--- config.mk ---
export PLATFORM = sky130hd
export DESIGN_NAME = clock_switch_prescaler
export DESIGN_NICKNAME = d
export VERILOG_FILES = /design/src/inc/clock_switch_pkg.sv /design/src/clock_switch_prescaler.sv
export SDC_FILE = /design/constraint.sdc
export NUM_CORES = 1
export LEC_CHECK = 0
export ABC_AREA = 1
export BUFFER_PORTS_ARGS = -buffer_cell sky130_fd_sc_hd__buf_4
export CORE_MARGIN = 3
export CORE_UTILIZATION = 35
export DETAILED_ROUTE_END_ITERATION = 12
export PLACE_DENSITY = 0.55
export SLEW_MARGIN = 30
export SYNTH_ARGS = -nofsm -noshare
export SYNTH_HDL_FRONTEND = slang
export SYNTH_SLANG_ARGS = --single-unit
--- constraint.sdc ---
create_clock -name mclk -period 2.55 [get_ports mclk]
set_clock_uncertainty 0.05 [all_clocks]
set_input_delay 0.1275 -clock mclk [delete_from_list [all_inputs] [get_ports mclk]]
set_output_delay 0.1275 -clock mclk [all_outputs]
set_load 0.02 [all_outputs]
--- src/inc/clock_switch_pkg.sv ---
// constants, field layouts and command codes of the clock switch and prescaler
// assumes a byte-wide register port and one 100 MHz clock
package clock_switch_pkg;

   // ---------------------------------------------------------------
   // register port
   // ---------------------------------------------------------------
   localparam int unsigned ADDR_W = 8;
   localparam int unsigned DATA_W = 8;

   localparam logic [ADDR_W-1:0] OFF_SYSTEM_CLOCK_DIVIDER    = 8'h00;
   localparam logic [ADDR_W-1:0] OFF_CLOCK_COMMAND_STATUS    = 8'h01;
   localparam logic [ADDR_W-1:0] OFF_CLOCK_SOURCE_SELECTION  = 8'h02;

   // ---------------------------------------------------------------
   // field positions
   // ---------------------------------------------------------------
   localparam int unsigned POS_CHANGE_ENABLE = 7;
   localparam int unsigned POS_READY         = 4;
   localparam int unsigned POS_OUTPUT_BIT    = 6;
   localparam int unsigned POS_STARTUP_LO    = 4;
   localparam int unsigned POS_STARTUP_HI    = 5;
   localparam int unsigned POS_SOURCE_HI     = 3;

   localparam logic [DATA_W-1:0] CHANGE_ENABLE_ONLY = 8'h80;

   // ---------------------------------------------------------------
   // reset values and top prescale code
   // ---------------------------------------------------------------
   localparam logic [3:0] PRESCALE_RESET_PLAIN = 4'h0;
   localparam logic [3:0] PRESCALE_RESET_DIV8  = 4'h3;
   localparam logic [3:0] COMMAND_RESET        = 4'h0;
   localparam logic [3:0] PRESCALE_MAX_CODE    = 4'h8;

   // ---------------------------------------------------------------
   // timing
   // ---------------------------------------------------------------
   localparam int unsigned CLOCK_MHZ          = 100;
   localparam int unsigned CHANGE_WINDOW      = 4;
   localparam logic [2:0]  CHANGE_WINDOW_LOAD = 3'(CHANGE_WINDOW);
   // settle time for the synchronised availability level after a request
   localparam int unsigned READY_HOLDOFF      = 4;
   localparam logic [2:0]  READY_HOLDOFF_LOAD = 3'(READY_HOLDOFF);

   // ---------------------------------------------------------------
   // commands
   // ---------------------------------------------------------------
   typedef enum logic [3:0] {
      CMD_NONE          = 4'h0,
      CMD_DISABLE       = 4'h1,
      CMD_ENABLE        = 4'h2,
      CMD_AVAIL_REQUEST = 4'h3,
      CMD_SWITCH        = 4'h4,
      CMD_RECOVER       = 4'h5,
      CMD_WDOG_RELOAD   = 4'h6,
      CMD_CLOCK_OUTPUT  = 4'h7
   } clock_command_t;

endpackage

--- src/clock_switch_prescaler.sv ---
// system clock prescaler, protected clock command register and source selection
// assumes fuse inputs are static while running; availability confirm is asynchronous
`timescale 1ns/1ps

module clock_switch_prescaler (
   input  wire logic                              mclk,
   input  wire logic                              rst,
   input  wire logic [clock_switch_pkg::ADDR_W-1:0] addr,
   input  wire logic [clock_switch_pkg::DATA_W-1:0] wdata,
   input  wire logic                              wr,
   input  wire logic                              rd,
   output      logic [clock_switch_pkg::DATA_W-1:0] rdata,
   input  wire logic                              divide_by_eight_fuse,
   input  wire logic                              output_buffer_fuse,
   input  wire logic [1:0]                        startup_fuses,
   input  wire logic [3:0]                        source_select_fuses,
   input  wire logic                              availability_confirm,
   input  wire logic [3:0]                        current_source,
   input  wire logic                              watchdog_enable,
   output      logic                              system_clock_enable,
   output      logic                              command_valid,
   output      logic [3:0]                        command_code,
   output      logic [3:0]                        command_source,
   output      logic [1:0]                        command_startup,
   output      logic                              command_output_bit,
   output      logic                              watchdog_auto_reload,
   output      logic                              watchdog_reset_enable,
   output      logic                              watchdog_interrupt_enable
);
   import clock_switch_pkg::*;

   // ---------------------------------------------------------------
   // state
   // ---------------------------------------------------------------
   logic [3:0] prescale_select;
   logic       prescale_change_enable;
   logic [2:0] prescale_window;
   logic       command_change_enable;
   logic [2:0] command_window;
   logic [3:0] command_field;
   logic       source_ready_flag;
   logic       ready_armed;
   logic [2:0] ready_holdoff;
   logic       output_buffer_bit;
   logic [1:0] startup_time_field;
   logic [3:0] source_select_field;
   logic [7:0] divide_count;
   logic [7:0] divide_limit;
   logic [2:0] avail_sync;
   logic       avail_stable;

   // ---------------------------------------------------------------
   // access decode
   // ---------------------------------------------------------------
   logic wr_divider;
   logic wr_command;
   logic wr_selection;
   logic unlock_pattern;
   logic prescale_take;
   logic command_take;
   clock_command_t new_command;

   assign wr_divider     = wr && (addr == OFF_SYSTEM_CLOCK_DIVIDER);
   assign wr_command     = wr && (addr == OFF_CLOCK_COMMAND_STATUS);
   assign wr_selection   = wr && (addr == OFF_CLOCK_SOURCE_SELECTION);
   assign unlock_pattern = (wdata == CHANGE_ENABLE_ONLY);
   // data write: unlock pending and change-enable written zero
   assign prescale_take  = wr_divider && prescale_change_enable && !wdata[POS_CHANGE_ENABLE];
   assign command_take   = wr_command && command_change_enable && !wdata[POS_CHANGE_ENABLE];
   assign new_command    = clock_command_t'(wdata[3:0]);

   // ---------------------------------------------------------------
   // prescaler unlock and select
   // ---------------------------------------------------------------
   always_ff @(posedge mclk) begin
      if (rst) begin
         prescale_change_enable <= 1'b0;
         prescale_window        <= 3'h0;
      end else if (prescale_take) begin
         prescale_change_enable <= 1'b0;
         prescale_window        <= 3'h0;
      end else if (prescale_change_enable) begin
         // rewrite of the unlock pattern is ignored while counting
         if (prescale_window == 3'h1) begin
            prescale_change_enable <= 1'b0;
         end
         prescale_window <= prescale_window - 3'h1;
      end else if (wr_divider && unlock_pattern) begin
         prescale_change_enable <= 1'b1;
         prescale_window        <= CHANGE_WINDOW_LOAD;
      end
   end

   always_ff @(posedge mclk) begin
      if (rst) begin
         prescale_select <= divide_by_eight_fuse ? PRESCALE_RESET_DIV8 : PRESCALE_RESET_PLAIN;
      end else if (prescale_take) begin
         prescale_select <= wdata[3:0];
      end
   end

   // ---------------------------------------------------------------
   // divider: one enable pulse per divided period
   // ---------------------------------------------------------------
   // reserved codes run at the slowest rate
   always_comb begin
      if (prescale_select >= PRESCALE_MAX_CODE) begin
         divide_limit = 8'hff;
      end else begin
         divide_limit = 8'((9'h001 << prescale_select) - 9'h001);
      end
   end

   always_ff @(posedge mclk) begin
      if (rst) begin
         divide_count        <= 8'h00;
         system_clock_enable <= 1'b0;
      end else if (prescale_take) begin
         // restart so the period spanning the change is no shorter than the new setting
         divide_count        <= 8'h00;
         system_clock_enable <= 1'b0;
      end else if (divide_count >= divide_limit) begin
         divide_count        <= 8'h00;
         system_clock_enable <= 1'b1;
      end else begin
         divide_count        <= divide_count + 8'h01;
         system_clock_enable <= 1'b0;
      end
   end

   // ---------------------------------------------------------------
   // command unlock and command field
   // ---------------------------------------------------------------
   always_ff @(posedge mclk) begin
      if (rst) begin
         command_change_enable <= 1'b0;
         command_window        <= 3'h0;
      end else if (command_take) begin
         command_change_enable <= 1'b0;
         command_window        <= 3'h0;
      end else if (command_change_enable) begin
         if (command_window == 3'h1) begin
            command_change_enable <= 1'b0;
         end
         command_window <= command_window - 3'h1;
      end else if (wr_command && unlock_pattern) begin
         command_change_enable <= 1'b1;
         command_window        <= CHANGE_WINDOW_LOAD;
      end
   end

   always_ff @(posedge mclk) begin
      if (rst) begin
         command_field <= COMMAND_RESET;
      end else if (command_take) begin
         command_field <= wdata[3:0];
      end
   end

   // ---------------------------------------------------------------
   // command issue towards the switch logic
   // ---------------------------------------------------------------
   always_ff @(posedge mclk) begin
      if (rst) begin
         command_valid      <= 1'b0;
         command_code       <= COMMAND_RESET;
         command_source     <= 4'h0;
         command_startup    <= 2'h0;
         command_output_bit <= 1'b0;
      end else begin
         command_valid <= 1'b0;
         if (command_take && !wdata[3] && (new_command != CMD_NONE)) begin
            command_valid      <= 1'b1;
            command_code       <= wdata[3:0];
            command_source     <= source_select_field;
            command_startup    <= startup_time_field;
            command_output_bit <= output_buffer_bit;
         end
      end
   end

   // ---------------------------------------------------------------
   // selection register
   // ---------------------------------------------------------------
   always_ff @(posedge mclk) begin
      if (rst) begin
         output_buffer_bit <= ~output_buffer_fuse;
      end else if (wr_selection) begin
         output_buffer_bit <= wdata[POS_OUTPUT_BIT];
      end
   end

   always_ff @(posedge mclk) begin
      if (rst) begin
         startup_time_field <= startup_fuses;
      end else if (wr_selection) begin
         startup_time_field <= wdata[POS_STARTUP_HI:POS_STARTUP_LO];
      end
   end

   always_ff @(posedge mclk) begin
      if (rst) begin
         source_select_field <= source_select_fuses;
      end else if (command_take && (new_command == CMD_RECOVER)) begin
         source_select_field <= current_source;
      end else if (wr_selection) begin
         source_select_field <= wdata[POS_SOURCE_HI:0];
      end
   end

   // ---------------------------------------------------------------
   // availability synchroniser and ready flag
   // ---------------------------------------------------------------
   always_ff @(posedge mclk) begin
      if (rst) begin
         avail_sync   <= 3'h0;
         avail_stable <= 1'b0;
      end else begin
         avail_sync <= {avail_sync[1:0], availability_confirm};
         if (avail_sync[2] == avail_sync[1]) begin
            avail_stable <= avail_sync[1];
         end
      end
   end

   always_ff @(posedge mclk) begin
      if (rst) begin
         source_ready_flag <= 1'b0;
         ready_armed       <= 1'b0;
         ready_holdoff     <= 3'h0;
      end else if (command_take &&
                   ((new_command == CMD_AVAIL_REQUEST) || (new_command == CMD_ENABLE))) begin
         source_ready_flag <= 1'b0;
         ready_armed       <= 1'b1;
         ready_holdoff     <= READY_HOLDOFF_LOAD;
      end else if (ready_holdoff != 3'h0) begin
         // stale confirm still in flight through the synchroniser
         ready_holdoff <= ready_holdoff - 3'h1;
      end else if (ready_armed && avail_stable) begin
         source_ready_flag <= 1'b1;
         ready_armed       <= 1'b0;
      end
   end

   // ---------------------------------------------------------------
   // watchdog automatic reload
   // ---------------------------------------------------------------
   always_ff @(posedge mclk) begin
      if (rst) begin
         watchdog_auto_reload <= 1'b0;
      end else if (command_take && (new_command == CMD_WDOG_RELOAD)) begin
         watchdog_auto_reload <= 1'b1;
      end
   end

   always_ff @(posedge mclk) begin
      if (rst) begin
         watchdog_reset_enable     <= 1'b0;
         watchdog_interrupt_enable <= 1'b0;
      end else begin
         // auto reload forces reset-only watchdog
         watchdog_reset_enable     <= watchdog_enable || watchdog_auto_reload;
         watchdog_interrupt_enable <= watchdog_enable && !watchdog_auto_reload;
      end
   end

   // ---------------------------------------------------------------
   // read port
   // ---------------------------------------------------------------
   always_ff @(posedge mclk) begin
      if (rst) begin
         rdata <= 8'h00;
      end else if (rd) begin
         case (addr)
            OFF_SYSTEM_CLOCK_DIVIDER: begin
               rdata <= {prescale_change_enable, 3'h0, prescale_select};
            end
            OFF_CLOCK_COMMAND_STATUS: begin
               rdata <= {command_change_enable, 2'h0, source_ready_flag, command_field};
            end
            OFF_CLOCK_SOURCE_SELECTION: begin
               rdata <= {1'b0, output_buffer_bit, startup_time_field, source_select_field};
            end
            default: begin
               rdata <= 8'h00;
            end
         endcase
      end else begin
         rdata <= 8'h00;
      end
   end

endmodule

==> impl_summary.log, run 1 <==
INFO  metric sw_frac_of_total = 26.2%
INFO  metric clock_tree_from_tritoncts = done
INFO  metric synth_sequential_area_ratio = 44.7%
INFO  metric timing.critical_path.mode_cell = sky130_fd_sc_hd__nand2_1
INFO  metric met3RoutedLength = around 380 um
INFO  metric vias = between 2000 and 3000
INFO  metric post_synth_simple_gate_area = 29.0%
INFO  metric cell_depth_of_the_worst_min_delay_path = 3
INFO  metric synth_area_per_cell = 7.82 sq um
INFO  metric area.sequential = 1390 sq um
INFO  metric worst_ep_arrival_time = 2.49 ns
INFO  metric cts_root_buf = sky130_fd_sc_hd__clkbuf_8
INFO  metric p_per_area = 550 nW/um^2
INFO  metric power.share.sequential = 51.8%
INFO  metric synth_flop_cell = sky130_fd_sc_hd__dfxtp_1
INFO  metric path_buf_inv = 1
INFO  metric clock_power_share = between 30% and 40%
INFO  metric synth.lib_cells_used.distinct = 31
INFO  metric io_pins = 58
INFO  metric setup_viol = 0
INFO  metric critical_path.endpoint_type = flip-flop
INFO  metric drc_errors = 0
INFO  metric clock.fmax = 433 MHz
INFO  metric die_h = 100 um
INFO  metric min-delay-start = source_select_fuses[0]
INFO  metric areaGrowthSynthToFinish = 24.5%
INFO  metric synth_top_family_by_area = simple AND/OR/NAND/NOR gates
INFO  metric hold_path_class = primary input to flip-flop
INFO  metric xor_xnor_portion_of_the_synthesized_cell_area = under 10%
INFO  metric cp_max_fo = 7
INFO  metric worst_r2r_setup_slack = 0.24 ns
INFO  metric worst_slew_pin_slew = 0.434 ns
INFO  metric grt_setup_unrepaired = no
INFO  metric number_of_inserted_filler_cells_in_the_final_layout = 871
INFO  metric slew_headroom = around 71%
INFO  metric r2r.worst_path.cells = 13
INFO  metric cts_inserted_buffers = 9
INFO  metric multiInputGateArea = 1450 sq um
INFO  metric finish.utilization = 46.0%
INFO  metric grt_pass1_wl = 12300 um
INFO  metric vias_per_cell = 4.68
INFO  metric netlist_area = ~3100 sq um
INFO  metric internal_power = 1.57 mW
INFO  metric dr.first_iter.drc_count = between 100 and 150
INFO  metric critPathMaxStageDelay = approximately 0.5 ns
INFO  metric wl_met1 = between 3000 and 4000 um
INFO  metric mostFrequentLayoutCell = sky130_fd_sc_hd__nand2_1
INFO  metric synth.yosys.warnings = 0
INFO  metric clock-sinks = 64
INFO  metric worst-setup-path-type = flip-flop to flip-flop
INFO  metric die_area = 10100 sq um
INFO  metric clk_latency = 0.34 ns
INFO  metric synth_compound_area_share = 8.13%
INFO  metric globalRoute.totalOverflow = 0
INFO  metric die_w = 100 um
INFO  metric n_antenna_cell = 0
INFO  metric fin_total_pwr = approximately 2.1 mW
INFO  metric place_congestion = roughly 0.75
INFO  metric r2r_end = system_clock_enable
INFO  metric yosys.area.top_type = sky130_fd_sc_hd__dfxtp_1
INFO  metric placement_rows = 33
INFO  metric placeableCoreArea = 8420 sq um
INFO  metric period_utilization_post_route = 90.6%
INFO  metric setup-tns-final = 0 ns
INFO  metric synth-edff-count = 11
INFO  metric worst_path_dominant_cell_family = simple AND/OR/NAND/NOR gates
INFO  metric most-common-layout-cells = sky130_fd_sc_hd__nand2_1, sky130_fd_sc_hd__buf_4, sky130_fd_sc_hd__inv_1, sky130_fd_sc_hd__dfxtp_1, sky130_fd_sc_hd__nor2_1
INFO  metric clock_tree.htree_level_count = 3
INFO  metric final_period_minus_worst_setup_slack = 2.31 ns
INFO  metric timing.critical_path.cells = nor2_2 > nand2_1 > ha_1 > nand2_1 > xnor2_1 > nor2_1 > ha_1 > nand2_1 > nor2_1 > nor3_2 > nand3_1 > nand3_1 > inv_1
INFO  metric leakage = 1.75 nW
INFO  metric postSynthNetCount = ~450
INFO  metric crit_path_launch_type = flip-flop
INFO  metric first_global_vias = 2705
INFO  metric final_cell_count_no_fill = 576
INFO  metric grt_max_degree = 23
INFO  metric routed_wl = 7190 um
INFO  metric post_drt_wl_per_cell = 12.5 um
INFO  metric top_layer_used = met4
INFO  metric min_to = source_select_field[0]
INFO  metric layout-drive-gt1-share = 20.0%
INFO  metric clkSlewWorstSetupHoldPaths = about 0.070 ns
INFO  metric maxCapViolations = 0
INFO  metric rr_startpoint = prescale_select[3]
INFO  metric synthMuxAreaShare = 0%
INFO  metric synthesized_instance_count = 398
INFO  metric worst_path_max_delay_cell = sky130_fd_sc_hd__edfxtp_1
INFO  metric initial_core_util = 36.9%
INFO  metric cts_max_path_buffers = 2
INFO  metric post-route-cell-area = slightly below 4000 sq um
INFO  metric detail-route-antenna-nets = 0
INFO  metric synth.ff_latch_count = 64
INFO  metric postSynth.asyncResetShare = 0%
INFO  metric detailed_place_hpwl = 5380 um
INFO  metric p_comb_share = ~14%
INFO  metric result_of_the_run = finished clean
INFO  metric power.ir.vdd_worst = roughly 0.26 mV
INFO  metric port_bufs = 57
INFO  metric switchingPower = 0.558 mW
INFO  metric yosysTopAreaCellShare = 34.1%
INFO  metric routed-wl-met2 = around 3400 um
INFO  metric hold_violations = 0
INFO  metric first_pass_iters = 4
INFO  metric cp_data_required_time = 2.73 ns
INFO  metric fin_nets = 517
INFO  metric largest_cells_by_area_after_synthesis = sky130_fd_sc_hd__dfxtp_1, sky130_fd_sc_hd__edfxtp_1, sky130_fd_sc_hd__nand2_1
INFO  metric globalRouteTotalUtil = 15.3%
INFO  metric detailed_place.area = roughly 3600 sq um
INFO  metric slew_violations = 0
INFO  metric placed_cells_incl_taps = 552
INFO  metric grt_antenna_before_repair = 0
INFO  metric area_share_of_fa_ha_maj_cells_after_synthesis = 6.44%
==> kinds of logic (layout without fill, tap and decap cells) <==
| group | Yosys count | in the layout |
|---|---|---|
| compound gates | 47 | 47 |
| xor+xnor | 9 | 9 |
| fa+ha+maj | 16 | 16 |
| buf+inv | 70 | 142 |
| flops | 64 | 64 |
| simple gates | 192 | 193 |
==> sequential cells by signal (all words and copies together) (netlist names), 2 cells and up <==
name                 cells
divide_count             8
rdata                    8
command_code             4
command_field            4
command_source           4
prescale_select          4
source_select_field      4
avail_sync               3
command_window           3
prescale_window          3
ready_holdoff            3
command_startup          2
startup_time_field       2
==> synth_stat cells (3+ instances only) <==
master,n
sky130_fd_sc_hd__a21oi_1,20
sky130_fd_sc_hd__clkbuf_1,6
sky130_fd_sc_hd__nand2_2,3
sky130_fd_sc_hd__o21bai_1,3
sky130_fd_sc_hd__nand4_1,12
sky130_fd_sc_hd__dfxtp_1,53
sky130_fd_sc_hd__ha_1,16
sky130_fd_sc_hd__xnor2_1,5
sky130_fd_sc_hd__nor2_2,3
sky130_fd_sc_hd__edfxtp_1,11
sky130_fd_sc_hd__buf_6,3
sky130_fd_sc_hd__xor2_1,4
sky130_fd_sc_hd__inv_1,60
sky130_fd_sc_hd__o21ai_0,17
sky130_fd_sc_hd__nand2_1,75
sky130_fd_sc_hd__a31oi_1,3
sky130_fd_sc_hd__nor2_1,47
sky130_fd_sc_hd__nand3_1,25
sky130_fd_sc_hd__nor3_1,17
==> through the flow <==
step                hold WS [ns]  setup WS, ns
finish                    0.0264         0.240
global route              0.0236       0.00486
CTS                      0.00120        0.0165
detailed placement         0.301        0.0412
global placement           0.300         0.123
floorplan                  0.184         0.329
==> worst reg2reg max path: cells and delay by family, from the launching register on <==
family                   cells  cell delay, ns
adder cells (fa/ha/maj)      2            0.48
XOR/XNOR                     1            0.11
AND/OR/NAND/NOR              9            1.04
flip-flops                   1            0.49
buffers and inverters        1            0.04
==> worst max path at each step <==
stage                               end  cells after the start  slack (ns)          startpoint
finish              system_clock_enable                     13        0.24  prescale_select[3]
global route            divide_count[2]                     12       0.005  prescale_select[1]
CTS                     divide_count[7]                     12        0.02  prescale_select[3]
detailed placement  system_clock_enable                     13        0.04  prescale_select[3]
global placement    system_clock_enable                     13        0.12  prescale_select[3]
floorplan           system_clock_enable                     14        0.33  prescale_select[3]
==> routing by layer <==
| metal | up-vias | GRT usage, % |
|---|---|---|
| li1 | 1430 | - |
| met1 | 1204 | 19.3 |
| met2 | 57 | 24.9 |
| met3 | 7 | 4.17 |
| met4 | 0 | 6.11 |
| met5 | - | 0 |
==> final cells by class <==
class | count | share of cell area [%]
clock buffers | 13 | 3.84
clock inverters | 2 | 0.258
inverters | 60 | 5.82
multi-input cells | 265 | 37.5
flip-flops and latches | 64 | 35.9
well taps | 105 | 3.39
repair buffers | 67 | 13.2
==> power by group through the flow <==
stage	logic (mW)	registers, mW	clock network [mW]
final	0.287	1.10	0.739
after CTS	0.283	1.10	0.774
after detailed placement	0.277	1.13	0
after global placement	0.270	1.13	0
after global routing	0.341	1.11	0.808
after floorplan	0.188	1.12	0
==> timing repair <==
item                                   4_1_cts  5_1_grt
buffers inserted                             0        4
hold buffers                                 4        0
setup endpoints to repair                    0        9
gates resized for setup                      0        4
endpoints found under the hold margin        4        0
(Power assumes the default switching activity.)
==> run 2: changes to the inputs <==
Settings changed: PLACE_DENSITY 0.55 to 0.57.
Clock period 2.55 ns to 1.9 ns, I/O delays scaled along.
==> impl_summary.log, run 2 (same netlist as run 1, synthesis figures left out) <==
INFO  metric placeableCoreArea = 8420 sq um
INFO  metric r2r.worst_path.cells = 12
INFO  metric clock_tree_from_tritoncts = done
INFO  metric maxCapViolations = 0
INFO  metric first_pass_iters = 4
INFO  metric die_h = 100 um
INFO  metric io_pins = 58
INFO  metric final.setup.worst_slack = -0.434 ns
INFO  metric hold_violations = 0
INFO  metric post-route-cell-area = 4140 sq um
INFO  metric fin_total_pwr = 2.97 mW
INFO  metric placement_rows = 33
INFO  metric clock_power_share = 35.0%
INFO  metric min-delay-start = output_buffer_fuse
INFO  metric largestRegisters = divide_count x8, rdata x8
INFO  metric detailed_place.area = 3760 sq um
INFO  metric result_of_the_run = finished with violations
INFO  metric areaGrowthSynthToFinish = 33.2%
INFO  metric drc_errors = 0
INFO  metric sw_frac_of_total = between 20% and 30%
INFO  metric initial_core_util = 36.9%
INFO  metric cp_data_required_time = 2.13 ns
INFO  metric layout-drive-gt1-share = roughly a quarter
INFO  metric vias_per_cell = 4.68
INFO  metric worst_path_dominant_cell_family = simple AND/OR/NAND/NOR gates
INFO  metric cell_depth_of_the_worst_min_delay_path = 2
INFO  metric n_antenna_cell = 0
INFO  metric min_to = output_buffer_bit
INFO  metric path_buf_inv = 0
INFO  metric power.ir.vdd_worst = slightly below 0.4 mV
INFO  metric leakage = 1.87 nW
INFO  metric worst_r2r_setup_slack = -0.43 ns
INFO  metric p_per_area = 717 nW/um^2
INFO  metric critical_path.endpoint_type = flip-flop
INFO  metric place_congestion = 0.791
INFO  metric failed_checks = setup timing
INFO  metric dp_slack = -0.408 ns
INFO  metric first_global_vias = 2707
INFO  metric clock-sinks = 64
INFO  metric cts_inserted_buffers = 9
INFO  metric post_drt_wl_per_cell = 12.7 um
INFO  metric grt_max_degree = 23
INFO  metric vias = 2805
INFO  metric final_period_minus_worst_setup_slack = 2.33 ns
INFO  metric number_of_inserted_filler_cells_in_the_final_layout = 825
INFO  metric period_utilization_post_route = 123%
INFO  metric routed_wl = 7630 um
INFO  metric grt_setup_unrepaired = yes
INFO  metric setup_viol = 9
INFO  metric worst_slew_pin_slew = 0.393 ns
INFO  metric cp_max_fo = 5
INFO  metric globalRouteTotalUtil = 15.8%
INFO  metric dr.first_iter.drc_count = 102
INFO  metric area.sequential = 1390 sq um
INFO  metric rr_startpoint = prescale_select[3]
INFO  metric clock.fmax = 428 MHz
INFO  metric hold_path_class = primary input to flip-flop
INFO  metric internal_power = 2.13 mW
INFO  metric die_area = roughly 10000 sq um
INFO  metric die_w = 100 um
INFO  metric grt_antenna_before_repair = 0
INFO  metric timing.critical_path.mode_cell = sky130_fd_sc_hd__nand2_2
INFO  metric worst_ep_arrival_time = approximately 2.6 ns
INFO  metric clock_tree.htree_level_count = 3
INFO  metric timing.critical_path.cells = nor2_4 > nand2_1 > ha_2 > nand2_2 > xnor2_2 > nor2_1 > ha_1 > nand2_2 > nor2_2 > nor3_4 > nand3_4 > nor3_2
INFO  metric r2r_end = divide_count[0]
INFO  metric cts_root_buf = sky130_fd_sc_hd__clkbuf_8
INFO  metric clkSlewWorstSetupHoldPaths = 0.08 ns
INFO  metric worst_path_max_delay_cell = sky130_fd_sc_hd__edfxtp_1
INFO  metric most-common-layout-cells = sky130_fd_sc_hd__buf_4, sky130_fd_sc_hd__nand2_1, sky130_fd_sc_hd__inv_1, sky130_fd_sc_hd__dfxtp_1, sky130_fd_sc_hd__nor2_1
INFO  metric mostFrequentLayoutCell = sky130_fd_sc_hd__buf_4
INFO  metric detail-route-antenna-nets = 0
INFO  metric grt_pass1_wl = about 13000 um
INFO  metric fin_nets = 539
INFO  metric switchingPower = 0.845 mW
INFO  metric cts_max_path_buffers = 2
INFO  metric worst-setup-path-type = flip-flop to flip-flop
INFO  metric multiInputGateArea = 1530 sq um
INFO  metric slew_violations = 0
INFO  metric port_bufs = 57
INFO  metric critPathMaxStageDelay = 0.49 ns
INFO  metric slew_headroom = 73.8%
INFO  metric clk_latency = 0.35 ns
INFO  metric crit_path_launch_type = flip-flop
INFO  metric globalRoute.totalOverflow = 0
INFO  metric p_comb_share = 15.2%
INFO  metric power.share.sequential = 49.8%
INFO  metric detailed_place_hpwl = between 5000 and 6000 um
==> run 2: cell count changes in the layout (fill, tap and decap cells not counted), sizes merged <==
cell and delta:
clkbuf -3, buf +14, inv +1, clkinv +2
clkinvlp +1, dlygate4sd3 +8
==> run 2: worst max path at each step <==
stage / startpoint / endpoint / slack (ns) / cells after the start
global route: prescale_select[2] / divide_count[0] / -0.60 / 11
floorplan: prescale_select[2] / system_clock_enable / -0.20 / 13
CTS: prescale_select[2] / system_clock_enable / -0.32 / 13
finish: prescale_select[3] / divide_count[0] / -0.43 / 12
global placement: prescale_select[3] / system_clock_enable / -0.32 / 13
detailed placement: prescale_select[2] / system_clock_enable / -0.41 / 13
==> run 2: area by class of cell <==
cell class	instances	share of cell area, %
sequential	64	33.6
multi-input combinational	265	36.8
timing repair buffer	89	16.9
tap	105	3.17
clock inverter	6	1.06
clock buffer	10	3.08
inverter	60	5.44
==> run 2: worst register-to-register path: cells and delay by family, from the launching register on <==
kind                     cells  cell delay (ns)
adder cells (fa/ha/maj)      2             0.50
AND/OR/NAND/NOR              9             1.12
flip-flops                   1             0.49
XOR/XNOR                     1             0.11
==> run 2: routing by layer <==
metal / vias up / GRT usage, % / part of all wire (%)
li1: 1477 / - / -
met1: 1248 / 20.0 / 46
met2: 72 / 26.2 / 49
met3: 8 / 4.59 / 4.7
met4: 0 / 4.66 / 1.2
met5: - / 0 / 0
==> run 2: per-stage QoR <==
stage	hold slack (ns)	cells	utilization [%]	TNS (ns)
floorplan	0.152	398	-	-1.47
global placement	0.253	568	44.6	-2.48
detailed placement	0.254	568	44.6	-3.31
CTS	0.00921	598	48.4	-2.74
global route	0.0113	599	49.2	-5.12
finish	0.0174	599	49.2	-3.53
==> run 2: power by group through the flow <==
stage | sequential [mW] | combinational [mW] | clock [mW]
2_1_floorplan | 1.50 | 0.257 | 0
3_3_place_gp | 1.51 | 0.401 | 0
3_5_place_dp | 1.51 | 0.411 | 0
4_1_cts | 1.48 | 0.438 | 1.07
5_1_grt | 1.49 | 0.515 | 1.13
6_report | 1.48 | 0.451 | 1.04
==> run 2: repair_timing <==
item | 4_1_cts | 5_1_grt
gates resized for setup | 2 | 14
hold buffers | 12 | 0
setup endpoints to repair | 9 | 9
buffers inserted | 1 | 1
pin swaps | 2 | 13
hold endpoints to repair | 11 | 0
gates cloned | 1 | 0
